==> config.mk <==
export PLATFORM = sky130hd
export DESIGN_NAME = aux_control_status_regs
export DESIGN_NICKNAME = d
export VERILOG_FILES = /design/src/rtl/aux_regs_pkg.sv /design/src/rtl/reg_access_if.sv /design/src/rtl/aux_control_status_regs.sv /design/src/rtl/serial_reg_port.sv
export SDC_FILE = /design/constraint.sdc
export NUM_CORES = 1
export LEC_CHECK = 0
export BUFFER_PORTS_ARGS = -buffer_cell sky130_fd_sc_hd__buf_4
export CORE_ASPECT_RATIO = 2
export CORE_UTILIZATION = 38
export CTS_CLUSTER_DIAMETER = 80
export DETAILED_ROUTE_END_ITERATION = 6
export PLACE_DENSITY = 0.54
export SLEW_MARGIN = 30
export SYNTH_ARGS = -nofsm -noshare
export SYNTH_HDL_FRONTEND = slang
export SYNTH_SLANG_ARGS = --single-unit
==> constraint.sdc <==
create_clock -name ref_clk_i -period 1.8 [get_ports ref_clk_i]
set_input_delay 0.18 -clock ref_clk_i [delete_from_list [all_inputs] [get_ports ref_clk_i]]
set_output_delay 0.18 -clock ref_clk_i [all_outputs]
set_load 0.05 [all_outputs]
==> src/rtl/aux_regs_pkg.sv <==
// constants for the auxiliary control and status register bank
package aux_regs_pkg;
  // register offsets (7-bit serial address)
  localparam logic [6:0] OFS_COMPANION_MODE = 7'h04;
  localparam logic [6:0] OFS_GOOD_SELECT = 7'h05;
  localparam logic [6:0] OFS_POWER_ENABLES = 7'h07;
  localparam logic [6:0] OFS_TEMP_REQUEST = 7'h0A;
  localparam logic [6:0] OFS_TEMP_HIGH = 7'h0B;
  localparam logic [6:0] OFS_TEMP_LOW = 7'h0C;
  localparam logic [6:0] OFS_ANT_CONFIG = 7'h0D;
  localparam logic [6:0] OFS_SYS_STATUS = 7'h0E;
  localparam logic [6:0] OFS_CLK_EDGE = 7'h3F;
  // field positions
  localparam int DET_ENABLE_BIT = 5;
  localparam int TEMP_START_BIT = 0;
  localparam int TEMP_BUSY_BIT = 2;
  localparam int ST_CONN_FAIL_BIT = 0;
  localparam int ST_LEVEL_LOW_BIT = 2;
  localparam int ST_BATT_LOW_BIT = 3;
  localparam int ST_REF_LOW_BIT = 4;
  localparam int ST_GOOD_BIT = 6;
  localparam int GPO_VALUE_BIT = 2;
  // reset values
  localparam logic [7:0] RST_COMPANION_MODE = 8'h00;
  localparam logic [7:0] RST_GOOD_SELECT = 8'h1D;
  localparam logic [7:0] RST_POWER_ENABLES = 8'hFF;
  localparam logic [7:0] RST_ANT_CONFIG = 8'h00;
  localparam logic [7:0] RST_CLK_EDGE = 8'h00;
  // companion pin modes
  localparam logic [1:0] MODE_GOOD_STATUS = 2'h0;
  localparam logic [1:0] MODE_GPO = 2'h1;
  // expected antenna current per setting step, in sense-code units
  localparam logic [7:0] ANT_CURRENT_STEP = 8'h10;
  // serial frame: one direction bit, seven address bits, eight data bits
  localparam logic [4:0] FRAME_BITS = 5'h10;
  localparam logic [4:0] ADDR_LAST_BIT = 5'h07;
endpackage : aux_regs_pkg

==> src/rtl/reg_access_if.sv <==
// register access carrier between serial slave and register bank
`timescale 1ns/1ps
interface reg_access_if;
  logic wr_stb;
  logic [6:0] addr;
  logic [7:0] wdata;
  logic [7:0] rdata;
  modport slave (output wr_stb, output addr, output wdata, input rdata);
  modport bank (input wr_stb, input addr, input wdata, output rdata);
endinterface : reg_access_if

==> src/rtl/aux_control_status_regs.sv <==
// auxiliary control and status register bank with serial access
// What this block does
// - a two-bit clock-edge field selects the shape of the CMOS clock output edge.
// - the pin beside the clock carries good status or a general purpose output per a two-bit mode.
// - a three-bit antenna current setting in bits four to two sets the expected current.
// - sensed current four or more times below the setting flags connection failure in status bit 0.
// - sensed current twice the setting or more cuts the antenna supply to zero volts.
// - bits one to zero of the antenna register select the antenna supply voltage.
// - status bit 2 reads one while the detector is enabled and its input level cannot make the chosen voltage.
// - writing one to request bit 0 while idle starts one measurement and the bit clears itself at the end.
// - at completion the result goes to upper bits one to zero and the lower register, and holds.
// - bit two of the upper result register shows a measurement in progress.
// - status bit 6 is the good status combining the indicators picked in a selection register.
// - the supply voltage field chooses among 1.8 V, 2.4 V, 2.7 V and 3.0 V.
`timescale 1ns/1ps
module aux_control_status_regs
  import aux_regs_pkg::*;
(
  // clock and reset
  input wire logic ref_clk_i,
  input wire logic rst_i,
  // serial register port
  input wire logic spi_clk_i,
  input wire logic spi_sel_n_i,
  input wire logic spi_data_i,
  output logic spi_data_o,
  output logic spi_data_oe_o,
  // clock output control and companion pin
  output logic [1:0] clk_edge_sel_o,
  output logic companion_o,
  // antenna detector
  input wire logic [7:0] ant_current_i,
  input wire logic ant_level_low_i,
  input wire logic batt_low_i,
  input wire logic ref_low_i,
  output logic [2:0] ant_current_sel_o,
  output logic [1:0] ant_volt_sel_o,
  output logic ant_supply_on_o,
  // temperature converter
  output logic temp_start_o,
  input wire logic temp_done_i,
  input wire logic [9:0] temp_value_i
);
  reg_access_if bus ();

  logic [7:0] companion_output_mode;
  logic [7:0] good_select;
  logic [7:0] block_power_enables;
  logic temp_req;
  logic temp_busy;
  logic [9:0] temp_result;
  logic [7:0] antenna_supply_config;
  logic [7:0] clock_edge_control;
  logic conn_fail;
  logic over_current;
  logic [2:0] ind_a;
  logic [2:0] ind_b;
  logic [2:0] ind_c;
  logic [2:0] ind_f;
  logic [7:0] system_status;
  logic [7:0] nominal;
  logic [9:0] sense_x4;
  logic [8:0] nominal_x2;
  logic det_on;
  logic good;

  serial_reg_port u_port (
    .ref_clk_i(ref_clk_i),
    .rst_i(rst_i),
    .spi_clk_i(spi_clk_i),
    .spi_sel_n_i(spi_sel_n_i),
    .spi_data_i(spi_data_i),
    .spi_data_o(spi_data_o),
    .spi_data_oe_o(spi_data_oe_o),
    .bus(bus)
  );

  // writable registers; result and status offsets have no write path
  always_ff @(posedge ref_clk_i) begin
    if (rst_i) begin
      companion_output_mode <= RST_COMPANION_MODE;
      good_select <= RST_GOOD_SELECT;
      block_power_enables <= RST_POWER_ENABLES;
      antenna_supply_config <= RST_ANT_CONFIG;
      clock_edge_control <= RST_CLK_EDGE;
    end else if (bus.wr_stb) begin
      case (bus.addr)
        OFS_COMPANION_MODE: companion_output_mode <= bus.wdata;
        OFS_GOOD_SELECT: good_select <= bus.wdata;
        OFS_POWER_ENABLES: block_power_enables <= bus.wdata;
        OFS_ANT_CONFIG: antenna_supply_config <= bus.wdata;
        OFS_CLK_EDGE: clock_edge_control <= bus.wdata;
        OFS_TEMP_HIGH, OFS_TEMP_LOW, OFS_SYS_STATUS: ;
        default: ;
      endcase
    end
  end

  always_ff @(posedge ref_clk_i) begin
    if (rst_i) begin
      temp_req <= 1'b0;
      temp_busy <= 1'b0;
      temp_start_o <= 1'b0;
    end else begin
      temp_start_o <= 1'b0;
      if (temp_busy && temp_done_i) begin
        temp_req <= 1'b0;
        temp_busy <= 1'b0;
      end else if (!temp_busy && bus.wr_stb && bus.addr == OFS_TEMP_REQUEST &&
                   bus.wdata[TEMP_START_BIT]) begin
        // a request while busy is dropped, so at most one run per write
        temp_req <= 1'b1;
        temp_busy <= 1'b1;
        temp_start_o <= 1'b1;
      end
    end
  end

  // whole ten-bit result captured in one edge
  // held untouched until the next completion
  always_ff @(posedge ref_clk_i) begin
    if (rst_i) begin
      temp_result <= 10'h000;
    end else if (temp_busy && temp_done_i) begin
      temp_result <= temp_value_i;
    end
  end

  // comparator levels arrive from analog, so filter them like pins
  always_ff @(posedge ref_clk_i) begin
    if (rst_i) begin
      ind_a <= 3'h0;
      ind_b <= 3'h0;
      ind_c <= 3'h0;
      ind_f <= 3'h0;
    end else begin
      ind_a <= {ref_low_i, batt_low_i, ant_level_low_i};
      ind_b <= ind_a;
      ind_c <= ind_b;
      // keep the last agreed level while the stages disagree
      ind_f <= (ind_f & (ind_b ^ ind_c)) | (ind_c & ~(ind_b ^ ind_c));
    end
  end

  // expected current grows with the setting code
  assign nominal = 8'((antenna_supply_config[4:2] + 3'h1) * ANT_CURRENT_STEP);
  assign sense_x4 = {ant_current_i, 2'b00};
  assign nominal_x2 = {nominal, 1'b0};
  assign det_on = block_power_enables[DET_ENABLE_BIT];
  // flags registered so the long compare never reaches a pin

  always_ff @(posedge ref_clk_i) begin
    if (rst_i) begin
      conn_fail <= 1'b0;
      over_current <= 1'b0;
    end else begin
      conn_fail <= det_on && (sense_x4 <= {2'b00, nominal});
      over_current <= det_on && ({1'b0, ant_current_i} >= nominal_x2);
    end
  end

  // any selected fault drops the good status
  assign good = ~|({ind_f[2], ind_f[1], ind_f[0], 1'b0, conn_fail} & good_select[4:0]);

  always_comb begin
    system_status = 8'h00;
    system_status[ST_CONN_FAIL_BIT] = conn_fail;
    system_status[ST_LEVEL_LOW_BIT] = ind_f[0] & det_on;
    system_status[ST_BATT_LOW_BIT] = ind_f[1];
    system_status[ST_REF_LOW_BIT] = ind_f[2];
    system_status[ST_GOOD_BIT] = good;
  end

  // read mux; unmapped addresses read zero
  // result and status exist only on this read path
  always_comb begin
    case (bus.addr)
      OFS_COMPANION_MODE: bus.rdata = companion_output_mode;
      OFS_GOOD_SELECT: bus.rdata = good_select;
      OFS_POWER_ENABLES: bus.rdata = block_power_enables;
      OFS_TEMP_REQUEST: bus.rdata = {7'h00, temp_req};
      OFS_TEMP_HIGH: bus.rdata = {5'h00, temp_busy, temp_result[9:8]};
      OFS_TEMP_LOW: bus.rdata = temp_result[7:0];
      OFS_ANT_CONFIG: bus.rdata = antenna_supply_config;
      OFS_SYS_STATUS: bus.rdata = system_status;
      OFS_CLK_EDGE: bus.rdata = clock_edge_control;
      default: bus.rdata = 8'h00;
    endcase
  end

  assign clk_edge_sel_o = clock_edge_control[1:0];
  assign ant_current_sel_o = antenna_supply_config[4:2];
  // voltage code 0..3 = 1.8, 2.4, 2.7, 3.0 V
  assign ant_volt_sel_o = antenna_supply_config[1:0];
  assign ant_supply_on_o = det_on & ~over_current;

  // companion pin source
  // mode codes two and three are unused and hold the pin low
  always_ff @(posedge ref_clk_i) begin
    if (rst_i) begin
      companion_o <= 1'b0;
    end else begin
      case (companion_output_mode[1:0])
        MODE_GOOD_STATUS: companion_o <= good;
        MODE_GPO: companion_o <= companion_output_mode[GPO_VALUE_BIT];
        default: companion_o <= 1'b0;
      endcase
    end
  end
endmodule : aux_control_status_regs

==> src/rtl/serial_reg_port.sv <==
// three-wire serial slave turning frames into register accesses
`timescale 1ns/1ps
module serial_reg_port
  import aux_regs_pkg::*;
(
  // clock and reset
  input wire logic ref_clk_i,
  input wire logic rst_i,
  // serial pins
  input wire logic spi_clk_i,
  input wire logic spi_sel_n_i,
  input wire logic spi_data_i,
  output logic spi_data_o,
  output logic spi_data_oe_o,
  // register side
  reg_access_if.slave bus
);
  logic [2:0] sync_a;
  logic [2:0] sync_b;
  logic [2:0] sync_c;
  logic [2:0] filt;
  logic clk_q;
  logic [4:0] cnt;
  logic is_read;
  logic [7:0] shift_in;
  logic [7:0] shift_out;
  logic rise;
  logic fall;
  logic active;

  // a pin change counts only once the second and third stages agree
  genvar gi;
  generate
    for (gi = 0; gi < 3; gi++) begin : g_sync
      always_ff @(posedge ref_clk_i) begin
        if (rst_i) begin
          sync_a[gi] <= (gi == 1) ? 1'b1 : 1'b0;
          sync_b[gi] <= (gi == 1) ? 1'b1 : 1'b0;
          sync_c[gi] <= (gi == 1) ? 1'b1 : 1'b0;
          filt[gi] <= (gi == 1) ? 1'b1 : 1'b0;
        end else begin
          sync_a[gi] <= (gi == 0) ? spi_clk_i : ((gi == 1) ? spi_sel_n_i : spi_data_i);
          sync_b[gi] <= sync_a[gi];
          sync_c[gi] <= sync_b[gi];
          if (sync_b[gi] == sync_c[gi]) begin
            filt[gi] <= sync_c[gi];
          end
        end
      end
    end
  endgenerate

  assign active = ~filt[1];
  assign rise = filt[0] & ~clk_q;
  assign fall = ~filt[0] & clk_q;

  always_ff @(posedge ref_clk_i) begin
    if (rst_i) begin
      clk_q <= 1'b0;
    end else begin
      clk_q <= filt[0];
    end
  end

  // input side: sampled on rising serial clock
  always_ff @(posedge ref_clk_i) begin
    if (rst_i) begin
      cnt <= 5'h00;
      is_read <= 1'b0;
      bus.addr <= 7'h00;
      shift_in <= 8'h00;
      bus.wdata <= 8'h00;
      bus.wr_stb <= 1'b0;
    end else begin
      bus.wr_stb <= 1'b0;
      if (!active) begin
        cnt <= 5'h00;
      end else if (rise && cnt < FRAME_BITS) begin
        cnt <= cnt + 5'h01;
        if (cnt == 5'h00) begin
          is_read <= filt[2];
        end else if (cnt <= ADDR_LAST_BIT) begin
          bus.addr <= {bus.addr[5:0], filt[2]};
        end else begin
          shift_in <= {shift_in[6:0], filt[2]};
        end
        if (cnt == FRAME_BITS - 5'h01 && !is_read) begin
          bus.wdata <= {shift_in[6:0], filt[2]};
          bus.wr_stb <= 1'b1;
        end
      end
    end
  end

  // output side: read data shifted out on falling serial clock
  always_ff @(posedge ref_clk_i) begin
    if (rst_i) begin
      spi_data_o <= 1'b0;
      spi_data_oe_o <= 1'b0;
      shift_out <= 8'h00;
    end else if (!active || !is_read || cnt == FRAME_BITS) begin
      if (fall || !active) begin
        spi_data_oe_o <= 1'b0;
      end
    end else if (fall && cnt == ADDR_LAST_BIT + 5'h01) begin
      // snapshot taken once, so a byte never tears mid-shift
      spi_data_oe_o <= 1'b1;
      spi_data_o <= bus.rdata[7];
      shift_out <= {bus.rdata[6:0], 1'b0};
    end else if (fall && cnt > ADDR_LAST_BIT + 5'h01) begin
      spi_data_o <= shift_out[7];
      shift_out <= {shift_out[6:0], 1'b0};
    end
  end
endmodule : serial_reg_port

==> impl_metrics.ini, run 1 <==
[status]
outcome = finished, violations left
violations = design-rule violations

[grt]
grt_overflow = 0
antenna_found_initial = 0
grt_pass1_vias = 4348
track_usage = 0.2089
grt_pass1_wl_um = 22370
grt_max_degree = 42

[finish]
fin_cells = 807
diodes = 0
fin_util = 0.5211
area_growth_pct = 32.60
final_layout_size_suffix_gt1_frac = 0.2824
fin_nets = 680
num-fill-cells = 1217

[synth]
yosysMostFrequentCell = dfxtp_1
yosys_most_used_dff = dfxtp_1
syn-num-nets = 592
synth_top_area_cell = dfxtp_1
netlist_top_cells_count = dfxtp_1 (118), nor2_1 (75), mux2i_1 (52)
synth_edf_count = 0
synth_area_um2 = 5135
synth.distinct_cells = 56
yosysTopAreaCellShare = 0.4600
syn_area_per_cell_um2 = 9.269
ys_seq_elements = 118
synth_warnings = 0
async_flop_share = 0
yosysSeqAreaShare = 0.4600
synth_cells = 554
synth_area_leaders = dfxtp_1 (46%), mux2i_1 (10%), nor2_1 (5.5%), nand2_1 (3.2%), a21oi_1 (3.1%)

[placed_design]
gp_congestion = 0.9103
io_buffers = 38
hpwl_um = 10370
place_ws_ns = -0.2533
place_inst = 766

[sta]
hold_ws_ns = 0.01694
min_period_ns = 1.779
slew_headroom = 0.7197
finClkSkew_ns = 0.007585
setup_viol_count_final = 0
setup_tns_ns = 0
clock.fmax_mhz = 562.0
tightest_slew_ns = 0.4198
rsz0062_at_grt = yes
setup_slack_ns = 0.02054
timing.final.crit_share = 0.9886
final-hold-violation-count = 0
maxSlewViolCount = 0

[worst_hold_path]
hold_depth = 3
hold_path.class = input port to flip-flop

[cts]
clock_latency_ns = 0.41
cts_tree = yes
clk_path_buf_depth = 2
htree_levels = 4
clock-sinks = 118
clkTransAtPathRegs_ns = 0.06
cts_buffers = 17
root_buffer = clkbuf_16

[pwr]
ir_worst_vdd_mv = 0.6180
p_leak_nw = 2.743
power.density_nw_per_um2 = 905.0

[setup_path]
end_kind = flip-flop
reg2regPathDepth = 6
critical_path.startpoint_type = flip-flop
path_max_fanout = 7
crit_type = flip-flop to flip-flop
cp.required_ns = 2.13
crit_arrival_ns = 2.11

[die]
boundaryPins = 39
start_util = 0.3930
coreArea_um2 = 13070
rows = 59
dieWidth_um = 84.20
dieArea_um2 = 14010
die_h_um = 166.4

[run]
max_cap_viol_count = 0

[route]
drt_pass1_iterations = 7
wl_per_cell_um = 17.73
wirelength_um = 14310
drcViolationCount = 11
drt_iter0_markers = 237
via_per_inst = 5.371
postRouteAntennaNets = 0
num_vias = 4334
state kept, by name (all words and copies together), names as in the netlist, 3 cells and up, named ones only:
name and count:
antenna_supply_config 8, block_power_enables 8, clock_edge_control 8, companion_output_mode 8, good_select 8, ind_a 3
ind_b 3, ind_c 3, temp_result 10, u_port.bus.addr 7, u_port.bus.wdata 8, u_port.cnt 5
u_port.filt 3, u_port.shift_in 7, u_port.shift_out 7, u_port.sync_a 3, u_port.sync_b 3, u_port.sync_c 3
logic make-up after synthesis:
logic type	Yosys count	share of synthesized area
buf+inv	53	0.05068
compound gates	99	0.1343
simple gates	208	0.2003
mux	61	0.1211
xor+xnor	4	0.006824
flops	118	0.4600
fa+ha+maj	11	0.02680
per-stage QoR:
step                instance area, µm²  total power [W]
floorplan                         5154         0.002774
global placement                  5979         0.002861
detailed placement                5979         0.002865
CTS                               6689         0.006220
global route                      6809         0.006384
finish                            6809         0.006162
critical path, cell delays in order (launching register included):
cell      delay, ns
dfxtp_2        0.32
or3_4          0.41
buf_6          0.15
or3b_4         0.43
nor2_1         0.10
o211ai_1       0.10
a211oi_1       0.20
worst paths after layout:
kind | from | to | slack (ns)
setup reg to reg | u_port.bus.addr[5] | u_port.shift_out[5] | 0.02
hold / removal | temp_value_i[0] | temp_result[0] | 0.02
setup / recovery | u_port.bus.addr[5] | u_port.shift_out[5] | 0.02
hold reg to reg | u_port.sync_a[1] | u_port.sync_b[1] | 0.42
report_power, final:
group | total (W) | switching, W | internal [W]
Sequential | 0.00264 | 0.00000844 | 0.00263
Combinational | 0.000180 | 0.0000908 | 0.0000890
Clock | 0.00334 | 0.00133 | 0.00202
Total | 0.00616 | 0.00143 | 0.00474
repair_timing:
item,in CTS,in global routing
pin swaps,5,14
gates cloned,0,1
setup endpoints to repair,12,36
hold buffers,5,1
resized for setup,15,18
endpoints found under the hold margin,5,1
buffers inserted,1,1
area by class of cell:
class / count / area [µm²] / share of cell area
Multi-Input combinational cell: 383 / 2650 / 0.3892
Tap cell: 152 / 190.2 / 0.02793
Sequential cell: 118 / 2375 / 0.3488
Inverter: 15 / 56.30 / 0.008269
Timing Repair Buffer: 107 / 950.9 / 0.1397
Clock inverter: 13 / 133.9 / 0.01966
Clock buffer: 19 / 452.9 / 0.06652
layout by cell type, fill, tap and decap left out, drive strengths merged, types with 6 or more instances in the layout:
cell type and count:
nand2 44, nor2 75, a211o 12, and3 6
clkbuf 20, dfxtp 118, inv 24, buf 100
mux2i 52, nand3 16, a21oi 32, nor2b 24
dlygate4sd3 6, ha 11, a22oi 7, nor3 11
mux2 9, o21ai 11
per-layer routing:
layer / wire length, µm / share of wire / GRT usage
met2: 7889 / 0.55 / 0.3927
met5: 0 / 0 / 0
met4: 504 / 0.035 / 0.1109
met1: 5442 / 0.38 / 0.2095
met3: 472 / 0.033 / 0.04523
(Power assumes the default switching activity.)
==> run 2: changes to the inputs <==
- CORE_MARGIN: default -> 2
==> run 2 against run 1 <==
The run ends with negative setup slack left. Worst setup slack worse by 0.067 ns. Clock skew is 0.0047 ns higher. Final cell count is 1.4% higher. First-iteration DRC count is 4.6% lower. Clock power hardly changed. Maximum frequency is 3.6% lower. Combinational power is 4% lower. Global-route usage is 0.092 points lower. Critical path type unchanged. Die area is 3.6% higher.
==> impl_metrics.ini, run 2 (synthesis results as in run 1) <==
[status]
outcome = finished, violations left
violations = negative setup slack

[setup_path]
critPathBufInv = 1
slowest_stage = dfxtp_4
cpPeakStageDelay_ns = 0.37
crit_type = flip-flop to flip-flop
path_max_fanout = 6
crit_start = u_port.bus.addr[1]
cp.required_ns = 2.08
rr_startpoint = u_port.bus.addr[1]
end_kind = flip-flop
crit_family = compound AO/OA/AOI/OAI gates
critical_path.startpoint_type = flip-flop
crit_chain = buf_12 -> mux2_2 -> a22o_1 -> a221o_1 -> a32oi_2 -> a211oi_1
crit_arrival_ns = 2.13

[route]
wirelength_um = 14630
drt_iter0_markers = 226
via_per_inst = 5.314
num_vias = 4347
drcViolationCount = 0
wl_per_cell_um = 17.89
postRouteAntennaNets = 0
drt_pass1_iterations = 5

[die]
die_h_um = 168.4
rows = 60
boundaryPins = 39
start_util = 0.3843
dieArea_um2 = 14510
dieWidth_um = 86.20
coreArea_um2 = 13360

[sta]
setup_viol_count_final = 2
clock.fmax_mhz = 541.6
timing.final.crit_share = 1.026
min_period_ns = 1.846
slew_headroom = 0.6653
final-hold-violation-count = 0
setup_slack_ns = -0.04644
finClkSkew_ns = 0.01229
rsz0062_at_grt = yes
maxSlewViolCount = 0
tightest_slew_ns = 0.5014

[cts]
cts_tree = yes
clkTransAtPathRegs_ns = 0.06
cts_buffers = 17
clock-sinks = 118
root_buffer = clkbuf_16
clock_latency_ns = 0.41
htree_levels = 4
clk_path_buf_depth = 2

[worst_hold_path]
holdCritStartpoint = temp_value_i[6]
hold_path.class = input port to flip-flop

[pwr]
p_sw_frac = 0.2204
p_leak_nw = 2.811
power.density_nw_per_um2 = 886.5
net-switching-power_w = 0.001359
seqPwrFrac = 0.428
pwr-share-clk = 0.544
total_power_w = 0.006165
comb_power_share = 0.028
ir_worst_vdd_mv = 0.6259
internal-power_w = 0.004806

[grt]
top_usage_layer = met2
grt_overflow = 0
antenna_found_initial = 0
grt_use_met3 = 0.04118
use_met2 = 0.3997
track_usage = 0.2080
grt_pass1_vias = 4459
grt_pass1_wl_um = 22880
met1_usage = 0.2025
grt_max_degree = 39

[finish]
layout_common_cells = dfxtp_1 (110), buf_4 (91), nor2_1 (73)
regMostFlops = temp_result
diodes = 0
final_layout_size_suffix_gt1_frac = 0.3002
area_growth_pct = 35.43
fin_util = 0.5204
fin_nets = 688
fin_cells = 818
layout_commonest_cell = dfxtp_1
largest_reg_flops = 10

[run]
max_cap_viol_count = 0

[placed_design]
place_inst = 769
gp_congestion = 0.9267
io_buffers = 38
hpwl_um = 10820
==> run 2: cell count changes in the layout (fill, tap and decap cells not counted), moves of 3 or more <==
cell      previous run  this run
clkinv_4             0         4
a21oi_2              0         3
inv_6                8         4
buf_6                4         7
a21oi_1             32        29
buf_4               88        91
==> run 2: layer usage <==
layer  part of all wire  routed length (µm)
met1               0.36                5264
met2               0.57                8271
met3              0.028                 408
met4              0.047                 688
met5                  0                   0
==> run 2: path summary, 6_finish.rpt <==
check                            to  slack [ns]  cells after the start
setup / recovery  u_port.spi_data_o       -0.05                      6
hold / removal       temp_result[6]        0.01                      3
setup reg to reg  u_port.spi_data_o       -0.05                      6
hold reg to reg    u_port.sync_b[1]        0.42                      1
==> run 2: power groups by stage <==
stage / registers (W) / logic [W] / clock network (W)
after floorplan: 0.00270 / 0.0000741 / 0
after detailed placement: 0.00270 / 0.000158 / 0
after global placement: 0.00270 / 0.000155 / 0
final: 0.00264 / 0.000173 / 0.00335
after global routing: 0.00264 / 0.000190 / 0.00355
after CTS: 0.00264 / 0.000173 / 0.00341
==> run 2: stage by stage <==
stage / worst slack (ns) / hold WS [ns] / TNS, ns / instance area (µm²)
after floorplan: -0.04570 / 0.2838 / -0.3638 / 5154
after global placement: -0.1253 / 0.3718 / -0.4660 / 5996
after detailed placement: -0.1586 / 0.3714 / -0.8843 / 5996
after CTS: -0.03831 / 0.009122 / -0.03831 / 6711
after global routing: -0.08592 / 0.01795 / -0.5204 / 6954
final: -0.04644 / 0.01337 / -0.08938 / 6954
==> run 2: repair_timing <==
| item | CTS | global route |
|---|---|---|
| endpoints found under the setup margin | 20 | 36 |
| pin swaps | 9 | 20 |
| resized for setup | 14 | 37 |
| gates cloned | 0 | 2 |
| endpoints found under the hold margin | 6 | 0 |
| setup buffers | 1 | 9 |
| hold buffers | 6 | 0 |
==> run 2: cell type report <==
class                           count  area, µm²
Clock buffer                       19      442.9
Clock inverter                     13      147.6
Fill cell                        1301       6409
Inverter                           15      56.30
Multi-Input combinational cell    383       2711
Sequential cell                   118       2375
Tap cell                          155      193.9
Timing Repair Buffer              115       1027
==> run 2: worst reg2reg max path, stage by stage, from the launching register on <==
cell	delay [ns]
dfxtp_4	0.37
buf_12	0.12
mux2_2	0.34
a22o_1	0.22
a221o_1	0.34
a32oi_2	0.23
a211oi_1	0.09
